### config.mk
export PLATFORM = sky130hd
export DESIGN_NAME = pra_top
export DESIGN_NICKNAME = d
export VERILOG_FILES = /design/src/pra_pkg.sv /design/src/pra_tick_gen.sv /design/src/pra_rtc.sv /design/src/pra_top.sv
export SDC_FILE = /design/constraint.sdc
export NUM_CORES = 1
export LEC_CHECK = 0
export ABC_AREA = 1
export BUFFER_PORTS_ARGS = -buffer_cell sky130_fd_sc_hd__buf_2
export CORE_ASPECT_RATIO = 0.9
export CORE_MARGIN = 5
export CORE_UTILIZATION = 35
export DETAILED_ROUTE_END_ITERATION = 6
export SLEW_MARGIN = 0
export SYNTH_ARGS = -nofsm -noshare
export SYNTH_HDL_FRONTEND = slang
export SYNTH_HIERARCHICAL = 1
export SYNTH_SLANG_ARGS = --single-unit
### constraint.sdc
create_clock -name MCLK_IN -period 7 [get_ports MCLK_IN]
set_input_delay 1.05 -clock MCLK_IN [delete_from_list [all_inputs] [get_ports MCLK_IN]]
set_output_delay 1.05 -clock MCLK_IN [all_outputs]
set_load 0.01 [all_outputs]
### src/pra_pkg.sv
// Notes on behaviour
// - Direction bit 15: 1 adds, 0 subtracts rate
// - One direction bit serves both adjust modes
// - Bit 14 runs temporary adjust for duration
// - Clearing bit 14 stops temporary adjust
// - 30-bit rate split high 13:0, low word
// - Same rate steps continuous and temporary adjust
// - 32-bit duration in 25MHz cycles, two halves
// - Profile bit 7 inert without bit 6
// - Profile mode: all to host, headers untouched
// - Bit 6 classifies, may rewrite, timestamps
// - Bit 6 runs clock, timestamp tail tag
// - Bit 5 Ethernet detection, default on
// - Bit 4 IPv4/UDP detection, default on
// - Bit 3 IPv6/UDP detection, default on
// - Bit 2 peer-to-peer else end-to-end
// - Bit 1 host master else slave
// - Bit 0 one-step else two-step, default one
// - Control bit 2 enables continuous adjust
// - 40ns periods, five 8ns phases, 5-7 invalid
package pra_pkg;
    // Register offsets
    localparam logic [15:0] CLK_CTRL_OFS    = 16'h0500;
    localparam logic [15:0] RATE_HI_OFS     = 16'h050c;
    localparam logic [15:0] RATE_LO_OFS     = 16'h050e;
    localparam logic [15:0] DUR_HI_OFS      = 16'h0510;
    localparam logic [15:0] DUR_LO_OFS      = 16'h0512;
    localparam logic [15:0] MSG_CFG1_OFS    = 16'h0514;
    localparam logic [15:0] ADJ_STATUS_OFS  = 16'h0540;
    // Field positions
    localparam int RATE_DIR_BIT   = 15;
    localparam int TEMP_ADJ_BIT   = 14;
    localparam int RATE_HI_MSB    = 13;
    localparam int CTRL_CONT_BIT  = 2;
    localparam int CTRL_EN_BIT    = 1;
    localparam int CFG_PROFILE_BIT = 7;
    localparam int CFG_PTP_BIT    = 6;
    localparam int CFG_ETH_BIT    = 5;
    localparam int CFG_IPV4_BIT   = 4;
    localparam int CFG_IPV6_BIT   = 3;
    localparam int CFG_P2P_BIT    = 2;
    localparam int CFG_MASTER_BIT = 1;
    localparam int CFG_ONESTEP_BIT = 0;
    localparam int CFG_WIDTH      = 8;
    // Reset values
    localparam logic [15:0] RATE_HI_RST  = 16'h0000;
    localparam logic [15:0] RATE_LO_RST  = 16'h0000;
    localparam logic [15:0] DUR_RST      = 16'h0000;
    localparam logic [7:0]  MSG_CFG1_RST = 8'h39;
    localparam logic [2:0]  CLK_CTRL_RST = 3'h0;
    // Timing: system clock and time-protocol tick
    localparam int SYS_CLK_PERIOD_NS = 20;
    localparam int RTC_PERIOD_NS     = 40;
    localparam int TICK_DIV          = RTC_PERIOD_NS / SYS_CLK_PERIOD_NS;
    localparam int PHASE_NS          = 8;
    localparam int PHASE_COUNT       = RTC_PERIOD_NS / PHASE_NS;
    localparam logic [31:0] NS_PER_SEC = 32'h3b9a_ca00;

    // Temporary adjust sequencer
    typedef enum logic [0:0] {
        TADJ_IDLE = 1'b0,
        TADJ_RUN  = 1'b1
    } pra_tadj_state_t;

    // Message handling controls toward the forwarding fabric
    typedef struct packed {
        logic ptp_enable;
        logic classify_en;
        logic hdr_modify_en;
        logic ts_insert_en;
        logic fwd_all_host;
        logic tail_tag_ts;
        logic det_eth;
        logic det_ipv4;
        logic det_ipv6;
        logic p2p_mode;
        logic host_master;
        logic one_step;
    } pra_msg_ctl_t;

    // Precision time snapshot
    typedef struct packed {
        logic [31:0] sec;
        logic [31:0] ns;
        logic [29:0] sub_ns;
        logic [2:0]  phase;
    } pra_time_t;
endpackage

### src/pra_tick_gen.sv
`timescale 1ns/1ps
module pra_tick_gen
    import pra_pkg::*;
(
    input  wire logic clk,
    input  wire logic rst,
    output logic      tick
);
    localparam logic [1:0] DIV_LAST = 2'(TICK_DIV - 1);
    logic [1:0] div_reg;

    // Divide system clock to the 25MHz enable
    always_ff @(posedge clk) begin
        if (rst) begin
            div_reg <= 2'h0;
        end else if (div_reg == DIV_LAST) begin
            div_reg <= 2'h0;
        end else begin
            div_reg <= div_reg + 2'h1;
        end
    end

    assign tick = (div_reg == DIV_LAST);

    property p_tick_single;
        @(posedge clk) disable iff (rst) tick |=> !tick;
    endproperty
    a_tick_single: assert property (p_tick_single) else $error("tick held two cycles");
endmodule

### src/pra_rtc.sv
`timescale 1ns/1ps
module pra_rtc
    import pra_pkg::*;
(
    input  wire logic        clk,
    input  wire logic        rst,
    input  wire logic        run,
    input  wire logic        tick,
    input  wire logic        apply,
    input  wire logic        add_dir,
    input  wire logic [29:0] rate,
    output pra_time_t        now
);
    localparam logic [5:0] OFS_LAST = 6'(RTC_PERIOD_NS - 1);
    localparam logic [31:0] PERIOD_NS32 = 32'(RTC_PERIOD_NS);
    logic [29:0] frac_reg;
    logic [31:0] ns_reg;
    logic [31:0] sec_reg;
    logic [5:0]  ofs_reg;
    logic [30:0] frac_sum;
    logic        carry;
    logic        borrow;
    logic [31:0] ns_next;

    // Fraction step; carry or borrow moves whole nanoseconds
    always_comb begin
        frac_sum = add_dir ? ({1'b0, frac_reg} + {1'b0, rate})
                           : ({1'b0, frac_reg} - {1'b0, rate});
        carry  = apply && add_dir && frac_sum[30];
        borrow = apply && !add_dir && frac_sum[30];
        ns_next = ns_reg + PERIOD_NS32 + {31'h0, carry} - {31'h0, borrow};
    end

    // Sub-nanosecond accumulator
    always_ff @(posedge clk) begin
        if (rst) begin
            frac_reg <= 30'h0;
        end else if (run && tick && apply) begin
            frac_reg <= frac_sum[29:0];
        end
    end

    // Nanosecond and second counters
    always_ff @(posedge clk) begin
        if (rst) begin
            ns_reg  <= 32'h0;
            sec_reg <= 32'h0;
        end else if (run && tick) begin
            if (ns_next >= NS_PER_SEC) begin
                ns_reg  <= ns_next - NS_PER_SEC;
                sec_reg <= sec_reg + 32'h1;
            end else begin
                ns_reg <= ns_next;
            end
        end
    end

    // Offset inside the 40ns period, nudged by each whole-ns step
    always_ff @(posedge clk) begin
        if (rst) begin
            ofs_reg <= 6'h0;
        end else if (run && tick && carry) begin
            ofs_reg <= (ofs_reg == OFS_LAST) ? 6'h0 : ofs_reg + 6'h1;
        end else if (run && tick && borrow) begin
            ofs_reg <= (ofs_reg == 6'h0) ? OFS_LAST : ofs_reg - 6'h1;
        end
    end

    assign now.sec    = sec_reg;
    assign now.ns     = ns_reg;
    assign now.sub_ns = frac_reg;
    assign now.phase  = 3'(ofs_reg / 6'(PHASE_NS));

    property p_phase_valid;
        @(posedge clk) disable iff (rst) now.phase < 3'(PHASE_COUNT);
    endproperty
    a_phase_valid: assert property (p_phase_valid) else $error("phase code invalid");

    property p_rate_add;
        @(posedge clk) disable iff (rst)
            (run && tick && apply && add_dir) |=> frac_reg == 30'($past(frac_reg) + $past(rate));
    endproperty
    a_rate_add: assert property (p_rate_add) else $error("rate not added");

    property p_rate_sub;
        @(posedge clk) disable iff (rst)
            (run && tick && apply && !add_dir) |=> frac_reg == 30'($past(frac_reg) - $past(rate));
    endproperty
    a_rate_sub: assert property (p_rate_sub) else $error("rate not subtracted");
endmodule

### src/pra_top.sv
// Decided for this implementation: the strobed register port.
`timescale 1ns/1ps
module pra_top
    import pra_pkg::*;
(
    // Clock and reset
    input  wire logic        MCLK_IN,
    input  wire logic        SYS_RST_IN,
    // Register port
    input  wire logic [15:0] ADDR_IN,
    input  wire logic [15:0] WDATA_IN,
    input  wire logic        WR_IN,
    input  wire logic        RD_IN,
    output logic      [15:0] RDATA_OUT,
    // Message handling controls
    output pra_msg_ctl_t     MSG_CTL_OUT,
    // Precision clock
    output pra_time_t        TIME_OUT,
    output logic             ADJ_ACTIVE_OUT
);
    logic                 clk;
    logic                 rst;
    logic                 tick;
    // Software-visible state
    logic                 rate_dir_reg;
    logic                 temp_bit_reg;
    logic [RATE_HI_MSB:0] rate_hi_reg;
    logic [15:0]          rate_lo_reg;
    logic [15:0]          dur_hi_reg;
    logic [15:0]          dur_lo_reg;
    logic [CFG_WIDTH-1:0] cfg_reg;
    logic [2:0]           ctrl_reg;
    logic [15:0]          rdata_reg;
    // Temporary adjust sequencer
    pra_tadj_state_t      tadj_state_reg;
    pra_tadj_state_t      tadj_state_next;
    logic [31:0]          tadj_cnt_reg;
    logic [31:0]          tadj_cnt_next;
    logic                 tadj_done;
    // Decodes
    logic                 wr_rate_hi;
    logic                 wr_rate_lo;
    logic                 wr_dur_hi;
    logic                 wr_dur_lo;
    logic                 wr_cfg;
    logic                 wr_ctrl;
    logic                 temp_start;
    logic                 temp_stop;
    logic                 ptp_on;
    logic                 profile_on;
    logic                 cont_on;
    logic                 rtc_run;
    logic                 apply;
    logic [29:0]          rate;
    logic [15:0]          status;
    logic [15:0]          rdata_next;

    assign clk = MCLK_IN;
    assign rst = SYS_RST_IN;

    // Time-protocol 25MHz enable
    pra_tick_gen u_tick (
        .clk  (clk),
        .rst  (rst),
        .tick (tick)
    );

    // Write decodes; bus shares our clock so no synchroniser
    always_comb begin
        wr_rate_hi = WR_IN && (ADDR_IN == RATE_HI_OFS);
        wr_rate_lo = WR_IN && (ADDR_IN == RATE_LO_OFS);
        wr_dur_hi  = WR_IN && (ADDR_IN == DUR_HI_OFS);
        wr_dur_lo  = WR_IN && (ADDR_IN == DUR_LO_OFS);
        wr_cfg     = WR_IN && (ADDR_IN == MSG_CFG1_OFS);
        wr_ctrl    = WR_IN && (ADDR_IN == CLK_CTRL_OFS);
        temp_start = wr_rate_hi && WDATA_IN[TEMP_ADJ_BIT];
        temp_stop  = wr_rate_hi && !WDATA_IN[TEMP_ADJ_BIT];
    end

    // Rate word and direction, high half
    always_ff @(posedge clk) begin
        if (rst) begin
            rate_dir_reg <= RATE_HI_RST[RATE_DIR_BIT];
            rate_hi_reg  <= RATE_HI_RST[RATE_HI_MSB:0];
        end else if (wr_rate_hi) begin
            rate_dir_reg <= WDATA_IN[RATE_DIR_BIT];
            rate_hi_reg  <= WDATA_IN[RATE_HI_MSB:0];
        end
    end

    // Rate word, low half
    always_ff @(posedge clk) begin
        if (rst) begin
            rate_lo_reg <= RATE_LO_RST;
        end else if (wr_rate_lo) begin
            rate_lo_reg <= WDATA_IN;
        end
    end

    assign rate = {rate_hi_reg, rate_lo_reg};

    // Duration halves; counted in 25MHz ticks
    always_ff @(posedge clk) begin
        if (rst) begin
            dur_hi_reg <= DUR_RST;
            dur_lo_reg <= DUR_RST;
        end else begin
            if (wr_dur_hi) begin
                dur_hi_reg <= WDATA_IN;
            end
            if (wr_dur_lo) begin
                dur_lo_reg <= WDATA_IN;
            end
        end
    end

    // Message configuration; upper byte reserved, reads zero
    always_ff @(posedge clk) begin
        if (rst) begin
            cfg_reg <= MSG_CFG1_RST;
        end else if (wr_cfg) begin
            cfg_reg <= WDATA_IN[CFG_WIDTH-1:0];
        end
    end

    // Clock control: enable and continuous adjust
    always_ff @(posedge clk) begin
        if (rst) begin
            ctrl_reg <= CLK_CTRL_RST;
        end else if (wr_ctrl) begin
            ctrl_reg <= WDATA_IN[2:0];
        end
    end

    // Sequencer next state; a fresh software write wins over expiry
    always_comb begin
        tadj_state_next = tadj_state_reg;
        tadj_cnt_next   = tadj_cnt_reg;
        tadj_done       = 1'b0;
        case (tadj_state_reg)
            TADJ_IDLE: begin
                if (temp_start) begin
                    tadj_state_next = TADJ_RUN;
                    tadj_cnt_next   = {dur_hi_reg, dur_lo_reg};
                end
            end
            TADJ_RUN: begin
                if (temp_stop) begin
                    tadj_state_next = TADJ_IDLE;
                    tadj_cnt_next   = 32'h0;
                end else if (temp_start) begin
                    tadj_cnt_next = {dur_hi_reg, dur_lo_reg};
                end else if (tick) begin
                    if (tadj_cnt_reg <= 32'h1) begin
                        tadj_state_next = TADJ_IDLE;
                        tadj_cnt_next   = 32'h0;
                        tadj_done       = 1'b1;
                    end else begin
                        tadj_cnt_next = tadj_cnt_reg - 32'h1;
                    end
                end
            end
            default: begin
                tadj_state_next = TADJ_IDLE;
                tadj_cnt_next   = 32'h0;
            end
        endcase
    end

    // Sequencer state
    always_ff @(posedge clk) begin
        if (rst) begin
            tadj_state_reg <= TADJ_IDLE;
            tadj_cnt_reg   <= 32'h0;
        end else begin
            tadj_state_reg <= tadj_state_next;
            tadj_cnt_reg   <= tadj_cnt_next;
        end
    end

    // Mode bit: software write, else hardware clears at expiry
    always_ff @(posedge clk) begin
        if (rst) begin
            temp_bit_reg <= RATE_HI_RST[TEMP_ADJ_BIT];
        end else if (wr_rate_hi) begin
            temp_bit_reg <= WDATA_IN[TEMP_ADJ_BIT];
        end else if (tadj_done) begin
            temp_bit_reg <= 1'b0;
        end
    end

    // Rate applies when either adjust mode is live
    always_comb begin
        ptp_on     = cfg_reg[CFG_PTP_BIT];
        profile_on = ptp_on && cfg_reg[CFG_PROFILE_BIT];
        cont_on    = ctrl_reg[CTRL_CONT_BIT];
        rtc_run    = ptp_on || ctrl_reg[CTRL_EN_BIT];
        apply      = cont_on || (tadj_state_reg == TADJ_RUN);
    end

    // Precision clock
    pra_rtc u_rtc (
        .clk     (clk),
        .rst     (rst),
        .run     (rtc_run),
        .tick    (tick),
        .apply   (apply),
        .add_dir (rate_dir_reg),
        .rate    (rate),
        .now     (TIME_OUT)
    );

    // Fabric controls; profile mode forbids header edits
    always_comb begin
        MSG_CTL_OUT.ptp_enable    = ptp_on;
        MSG_CTL_OUT.classify_en   = ptp_on;
        MSG_CTL_OUT.hdr_modify_en = ptp_on && !profile_on;
        MSG_CTL_OUT.ts_insert_en  = ptp_on && !profile_on;
        MSG_CTL_OUT.fwd_all_host  = profile_on;
        MSG_CTL_OUT.tail_tag_ts   = ptp_on;
        MSG_CTL_OUT.det_eth       = cfg_reg[CFG_ETH_BIT];
        MSG_CTL_OUT.det_ipv4      = cfg_reg[CFG_IPV4_BIT];
        MSG_CTL_OUT.det_ipv6      = cfg_reg[CFG_IPV6_BIT];
        MSG_CTL_OUT.p2p_mode      = cfg_reg[CFG_P2P_BIT];
        MSG_CTL_OUT.host_master   = cfg_reg[CFG_MASTER_BIT];
        MSG_CTL_OUT.one_step      = cfg_reg[CFG_ONESTEP_BIT];
    end

    assign ADJ_ACTIVE_OUT = apply && rtc_run;

    // Status word: live sequencer and clock state
    assign status = {13'h0, rtc_run, cont_on, (tadj_state_reg == TADJ_RUN)};

    // Read mux; unmapped addresses read zero
    always_comb begin
        case (ADDR_IN)
            RATE_HI_OFS:    rdata_next = {rate_dir_reg, temp_bit_reg, rate_hi_reg};
            RATE_LO_OFS:    rdata_next = rate_lo_reg;
            DUR_HI_OFS:     rdata_next = dur_hi_reg;
            DUR_LO_OFS:     rdata_next = dur_lo_reg;
            MSG_CFG1_OFS:   rdata_next = {8'h00, cfg_reg};
            CLK_CTRL_OFS:   rdata_next = {13'h0, ctrl_reg};
            ADJ_STATUS_OFS: rdata_next = status;
            default:        rdata_next = 16'h0000;
        endcase
    end

    // Read data one cycle after the strobe, zero otherwise
    always_ff @(posedge clk) begin
        if (rst) begin
            rdata_reg <= 16'h0000;
        end else if (RD_IN) begin
            rdata_reg <= rdata_next;
        end else begin
            rdata_reg <= 16'h0000;
        end
    end

    assign RDATA_OUT = rdata_reg;

    property p_temp_start;
        @(posedge clk) disable iff (rst)
            temp_start |=> (tadj_state_reg == TADJ_RUN)
                && (tadj_cnt_reg == {$past(dur_hi_reg), $past(dur_lo_reg)});
    endproperty
    a_temp_start: assert property (p_temp_start) else $error("temp adjust not started");

    property p_temp_stop;
        @(posedge clk) disable iff (rst)
            temp_stop |=> (tadj_state_reg == TADJ_IDLE) && !temp_bit_reg && (apply == cont_on);
    endproperty
    a_temp_stop: assert property (p_temp_stop) else $error("temp adjust not stopped");

    property p_temp_expire;
        @(posedge clk) disable iff (rst)
            (tadj_state_reg == TADJ_RUN && tick && tadj_cnt_reg == 32'h1 && !WR_IN)
                |=> (tadj_state_reg == TADJ_IDLE) && !temp_bit_reg;
    endproperty
    a_temp_expire: assert property (p_temp_expire) else $error("expiry missed");

    property p_temp_count;
        @(posedge clk) disable iff (rst)
            (tadj_state_reg == TADJ_RUN && tick && tadj_cnt_reg > 32'h1 && !WR_IN)
                |=> tadj_cnt_reg == $past(tadj_cnt_reg) - 32'h1;
    endproperty
    a_temp_count: assert property (p_temp_count) else $error("count not decremented");

    property p_cont_apply;
        @(posedge clk) disable iff (rst) cont_on |-> apply;
    endproperty
    a_cont_apply: assert property (p_cont_apply) else $error("continuous rate not applied");

    property p_profile_gate;
        @(posedge clk) disable iff (rst)
            !cfg_reg[CFG_PTP_BIT] |-> !MSG_CTL_OUT.fwd_all_host && !MSG_CTL_OUT.hdr_modify_en;
    endproperty
    a_profile_gate: assert property (p_profile_gate) else $error("profile active without ptp");

    property p_profile_hdr;
        @(posedge clk) disable iff (rst)
            MSG_CTL_OUT.fwd_all_host |-> !MSG_CTL_OUT.hdr_modify_en && !MSG_CTL_OUT.ts_insert_en;
    endproperty
    a_profile_hdr: assert property (p_profile_hdr) else $error("header edit in profile mode");

    property p_cfg_reset;
        @(posedge clk) $fell(rst) |-> MSG_CTL_OUT.det_eth && MSG_CTL_OUT.det_ipv4
            && MSG_CTL_OUT.det_ipv6 && MSG_CTL_OUT.one_step && !MSG_CTL_OUT.p2p_mode
            && !MSG_CTL_OUT.host_master;
    endproperty
    a_cfg_reset: assert property (p_cfg_reset) else $error("config defaults wrong");

    property p_read_data;
        @(posedge clk) disable iff (rst)
            (RD_IN && ADDR_IN == RATE_LO_OFS && !WR_IN) |=> RDATA_OUT == $past(rate_lo_reg);
    endproperty
    a_read_data: assert property (p_read_data) else $error("read data mismatch");

    // Register writes land as written, tied to the bus not the flops
    property p_dir_write;
        @(posedge clk) disable iff (rst)
            wr_rate_hi |=> rate_dir_reg == $past(WDATA_IN[RATE_DIR_BIT]);
    endproperty
    a_dir_write: assert property (p_dir_write) else $error("direction not written");

    property p_rate_write;
        @(posedge clk) disable iff (rst)
            wr_rate_lo |=> rate[15:0] == $past(WDATA_IN);
    endproperty
    a_rate_write: assert property (p_rate_write) else $error("rate low not written");

    property p_dur_write;
        @(posedge clk) disable iff (rst)
            wr_dur_hi |=> dur_hi_reg == $past(WDATA_IN);
    endproperty
    a_dur_write: assert property (p_dur_write) else $error("duration not written");

    property p_ptp_write;
        @(posedge clk) disable iff (rst)
            wr_cfg |=> MSG_CTL_OUT.ptp_enable == $past(WDATA_IN[CFG_PTP_BIT])
                && MSG_CTL_OUT.tail_tag_ts == $past(WDATA_IN[CFG_PTP_BIT]);
    endproperty
    a_ptp_write: assert property (p_ptp_write) else $error("mode bit not applied");

    property p_det_write;
        @(posedge clk) disable iff (rst)
            wr_cfg |=> MSG_CTL_OUT.det_eth == $past(WDATA_IN[CFG_ETH_BIT])
                && MSG_CTL_OUT.det_ipv4 == $past(WDATA_IN[CFG_IPV4_BIT])
                && MSG_CTL_OUT.det_ipv6 == $past(WDATA_IN[CFG_IPV6_BIT]);
    endproperty
    a_det_write: assert property (p_det_write) else $error("detection not applied");

    property p_role_write;
        @(posedge clk) disable iff (rst)
            wr_cfg |=> MSG_CTL_OUT.p2p_mode == $past(WDATA_IN[CFG_P2P_BIT])
                && MSG_CTL_OUT.host_master == $past(WDATA_IN[CFG_MASTER_BIT])
                && MSG_CTL_OUT.one_step == $past(WDATA_IN[CFG_ONESTEP_BIT]);
    endproperty
    a_role_write: assert property (p_role_write) else $error("clock role not applied");
endmodule

==> summary.txt <==
Timing
  – Slew headroom: 21.4%
  – Fin. max-slew vios: 0
  – # setup viols final: 0
  – Final worst path period share: 93.4%
  – Final hold violations: 0
  – RSZ-0062 raised after global routing: yes
  – Worst Hold Slack: 0.419 ns
  – Post-layout min period: 6.53 ns
  – Fmax: 153 MHz
  – Tightest Pin Transition: 1.18 ns
  – Max Clock Skew: 0.0193 ns

Clocking
  – Longest Clk Path Bufs: 3
  – CTS sink count: 226
  – CTS Buf Count: 28
  – Worst-path clk slew: 0.06 ns
  – Clock tree from TritonCTS: done
  – Clock Root Buffer: clkbuf_16
  – CTS H-tree lvls: 1
  – Clock Latency Late Sink: 0.58 ns

Global routing
  – Initial antenna violation count: 2
  – GRT overflow: 0
  – Global-route wire length before repair: 88.6 mm
  – Via count of the first global-routing pass: 16.5k
  – Pin count of the biggest net entering global routing: 96
  – Gr usage total: 20.1%

Layout
  – Post-layout instance area: 19500 um2
  – Synthesis-to-finish area growth: 14.2%
  – Most frequent cells in the layout: nand2_1, inv_1, nor2_1, dfxtp_1, a21oi_1
  – Layout cells sized above 1: 11.7%
  – Post-Layout Cell Count: 3582
  – Fill cell count: 5266
  – Nets: 3049
  – Most common cell after layout, fill and taps aside: nand2_1

Floorplanning
  – Standard-cell rows: 76
  – Die ar.: 53200 um2
  – Initial Utilization: 35.5%
  – Die Width: 243 um
  – IO Pins: 162
  – Die Ht: 219 um
  – Core footprint: 48000 um2

Synthesis
  – Compound-Gate Fraction of Synth Area: 15.4%
  – Ys async rst share: 0%
  – Mean Syn Cell Area: 6.06 um2
  – Distinct cells, synth: 47
  – Most area-consuming cells after synthesis: dfxtp_1, nand2_1, inv_1
  – Register bit total from synthesis: 226
  – Main flop type after synthesis: dfxtp_1
  – Sequential share of the synthesized area: 26.5%
  – Syn nets: 2927
  – Synth warnings: 6
  – Post-synthesis mux area share: 0%
  – Syn Std Cell Area: 17100 um2
  – Largest family of logic cells by synthesized area: simple AND/OR/NAND/NOR gates
  – Simple-gate share of the synthesized area: 35.1%
  – Cell taking the most area after synthesis: dfxtp_1
  – Post-synth EDFFs: 0
  – XOR/XNOR share of the synthesized area: 5.08%
  – Post-synth top area share: 26.5%
  – Adder-cell share of the synthesized area: 5.74%
  – Post-Syn Instances: 2814

Placement
  – Cells after DPL: 3524
  – Post-Place Cell Area: 18300 um2
  – I/O Buffers: 161
  – DP HPWL: 43.0 mm
  – Gpl congestion: 0.925

Drt
  – Wire per inst: 15.7 um
  – DR vias: 18.0k
  – Met3 Wirelength: 3.50 mm
  – Number of remaining DRC errors: 0
  – Met2 wire len: 24.9 mm
  – Iteration count of the initial detailed-routing pass: 5
  – Final ANT Viol Nets: 0
  – Post-Route M1 WL: 26.7 mm
  – DR top layer: met4
  – Drt initial violations: 1757
  – Vias per cell: 5.04
  – Routed WL: 56.4 mm

Worst setup path
  – CP max stage delay: 0.36 ns
  – Slowest-stage cell, CP: fa_2
  – Setup Crit Path Kind: flip-flop to flip-flop
  – Type of origin of the critical path: flip-flop
  – CP dominant cell by count: nand2_1
  – CP required: 7.47 ns
  – CP Max Fanout: 20
  – Worst r2r path cells: 46
  – CP endpoint kind: flip-flop
  – Crit path DAT: 7.00 ns

Outcome
  – Outcome: finished clean

Power and ir drop
  – Design Power: 2.80 mW
  – Power Dens Cells: 144 nW/um2
  – Leakage Power: 9.97 nW
  – VDD IR max: 0.202 mV

Run
  – # Max-Cap Violations: 0

Min path
  – Worst hold path type: flip-flop to flip-flop
  – Hold depth: 1
kinds of logic (layout without fill, tap and decap cells):
family                     Yosys count  after routing
DFF                                226            226
AOI/OAI and AO/OA                  482            482
other                                0              2
adders and majority gates           77             77
xor gates and xnor gates            99             99
buffers and inverters              507            649
and+or+nand+nor                   1423           1423
cells in the mapped netlist, types with 2 or more instances:
master,instances
nand4_2,2
inv_2,21
nor2_2,16
a21oi_1,221
fa_1,2
a21o_1,4
nor2_1,365
ha_1,75
buf_1,4
o21bai_1,24
nor4_1,11
o21a_1,6
clkinv_1,2
a31oi_1,7
o22ai_1,4
a221oi_1,2
nand2_2,17
inv_1,391
nor3_1,35
o21ai_0,165
xnor2_1,22
nand3_2,5
buf_6,8
xor2_1,77
nor2_4,7
nand3_1,183
dfxtp_1,226
nand3b_1,5
buf_2,19
nand4_1,45
o211ai_1,25
o31ai_1,6
nand2_1,720
buf_4,19
or2_2,6
o221ai_1,4
and3_1,2
clkbuf_1,43
o21ai_1,7
and2_1,2
a21boi_0,3
report_power, final:
group          internal [mW]  switching [mW]
clock network          0.829           0.619
logic                 0.0164          0.0487
registers               1.29        0.000566
what timing repair did:
| item | in CTS | in global routing |
|---|---|---|
| setup buffers | 0 | 4 |
| gates resized for setup | 1 | 49 |
| pin swaps | 0 | 13 |
| cloned | 0 | 2 |
| endpoints found under the setup margin | 10 | 55 |
| hold buffers | 0 | 0 |
through the flow:
step	TNS, ns	utilization (%)	worst slack (ns)
after global placement	0	38.1	0.0581
after floorplan	0	-	1.15
after detailed placement	-0.0107	38.1	-0.00964
after global routing	-0.212	40.5	-0.0402
final	0	40.5	0.465
after CTS	0	40.0	0.0155
worst paths after layout:
path	start	endpoint	slack, ns
setup / recovery	rate_lo_reg[0]	u_rtc/ns_reg[27]	0.47
hold / removal	u_tick/div_reg[0]	u_tick/div_reg[0]	0.42
setup reg to reg	rate_lo_reg[0]	u_rtc/ns_reg[27]	0.47
hold reg to reg	u_tick/div_reg[0]	u_tick/div_reg[0]	0.42
worst max-delay path, delay by kind of cell (launching register included):
family	cells	cell delay [ns]
AND/OR/NAND/NOR	31	3.62
adder cells (fa/ha/maj)	5	1.32
buffers and inverters	7	0.58
AO/OA/AOI/OAI	2	0.42
flip-flops	1	0.35
XOR/XNOR	1	0.16
layout make-up:
| cell class | count | area, um2 | area share (%) |
|---|---|---|---|
| multi-input cells | 2081 | 10600 | 54.7 |
| clock inverters | 16 | 125 | 0.643 |
| flip-flops and latches | 226 | 4520 | 23.2 |
| clock buffers | 34 | 783 | 4.02 |
| well taps | 624 | 781 | 4.01 |
| inverters | 414 | 1560 | 7.99 |
| repair buffers | 185 | 1050 | 5.39 |
| diodes | 2 | 5.00 | 0.0257 |
per-layer routing:
metal	up-vias	global-route usage, %
li1	9241	-
met2	526	32.3
met1	8195	28.5
met3	74	2.93
met5	-	0
met4	0	4.90
(Power assumes the default switching activity.)
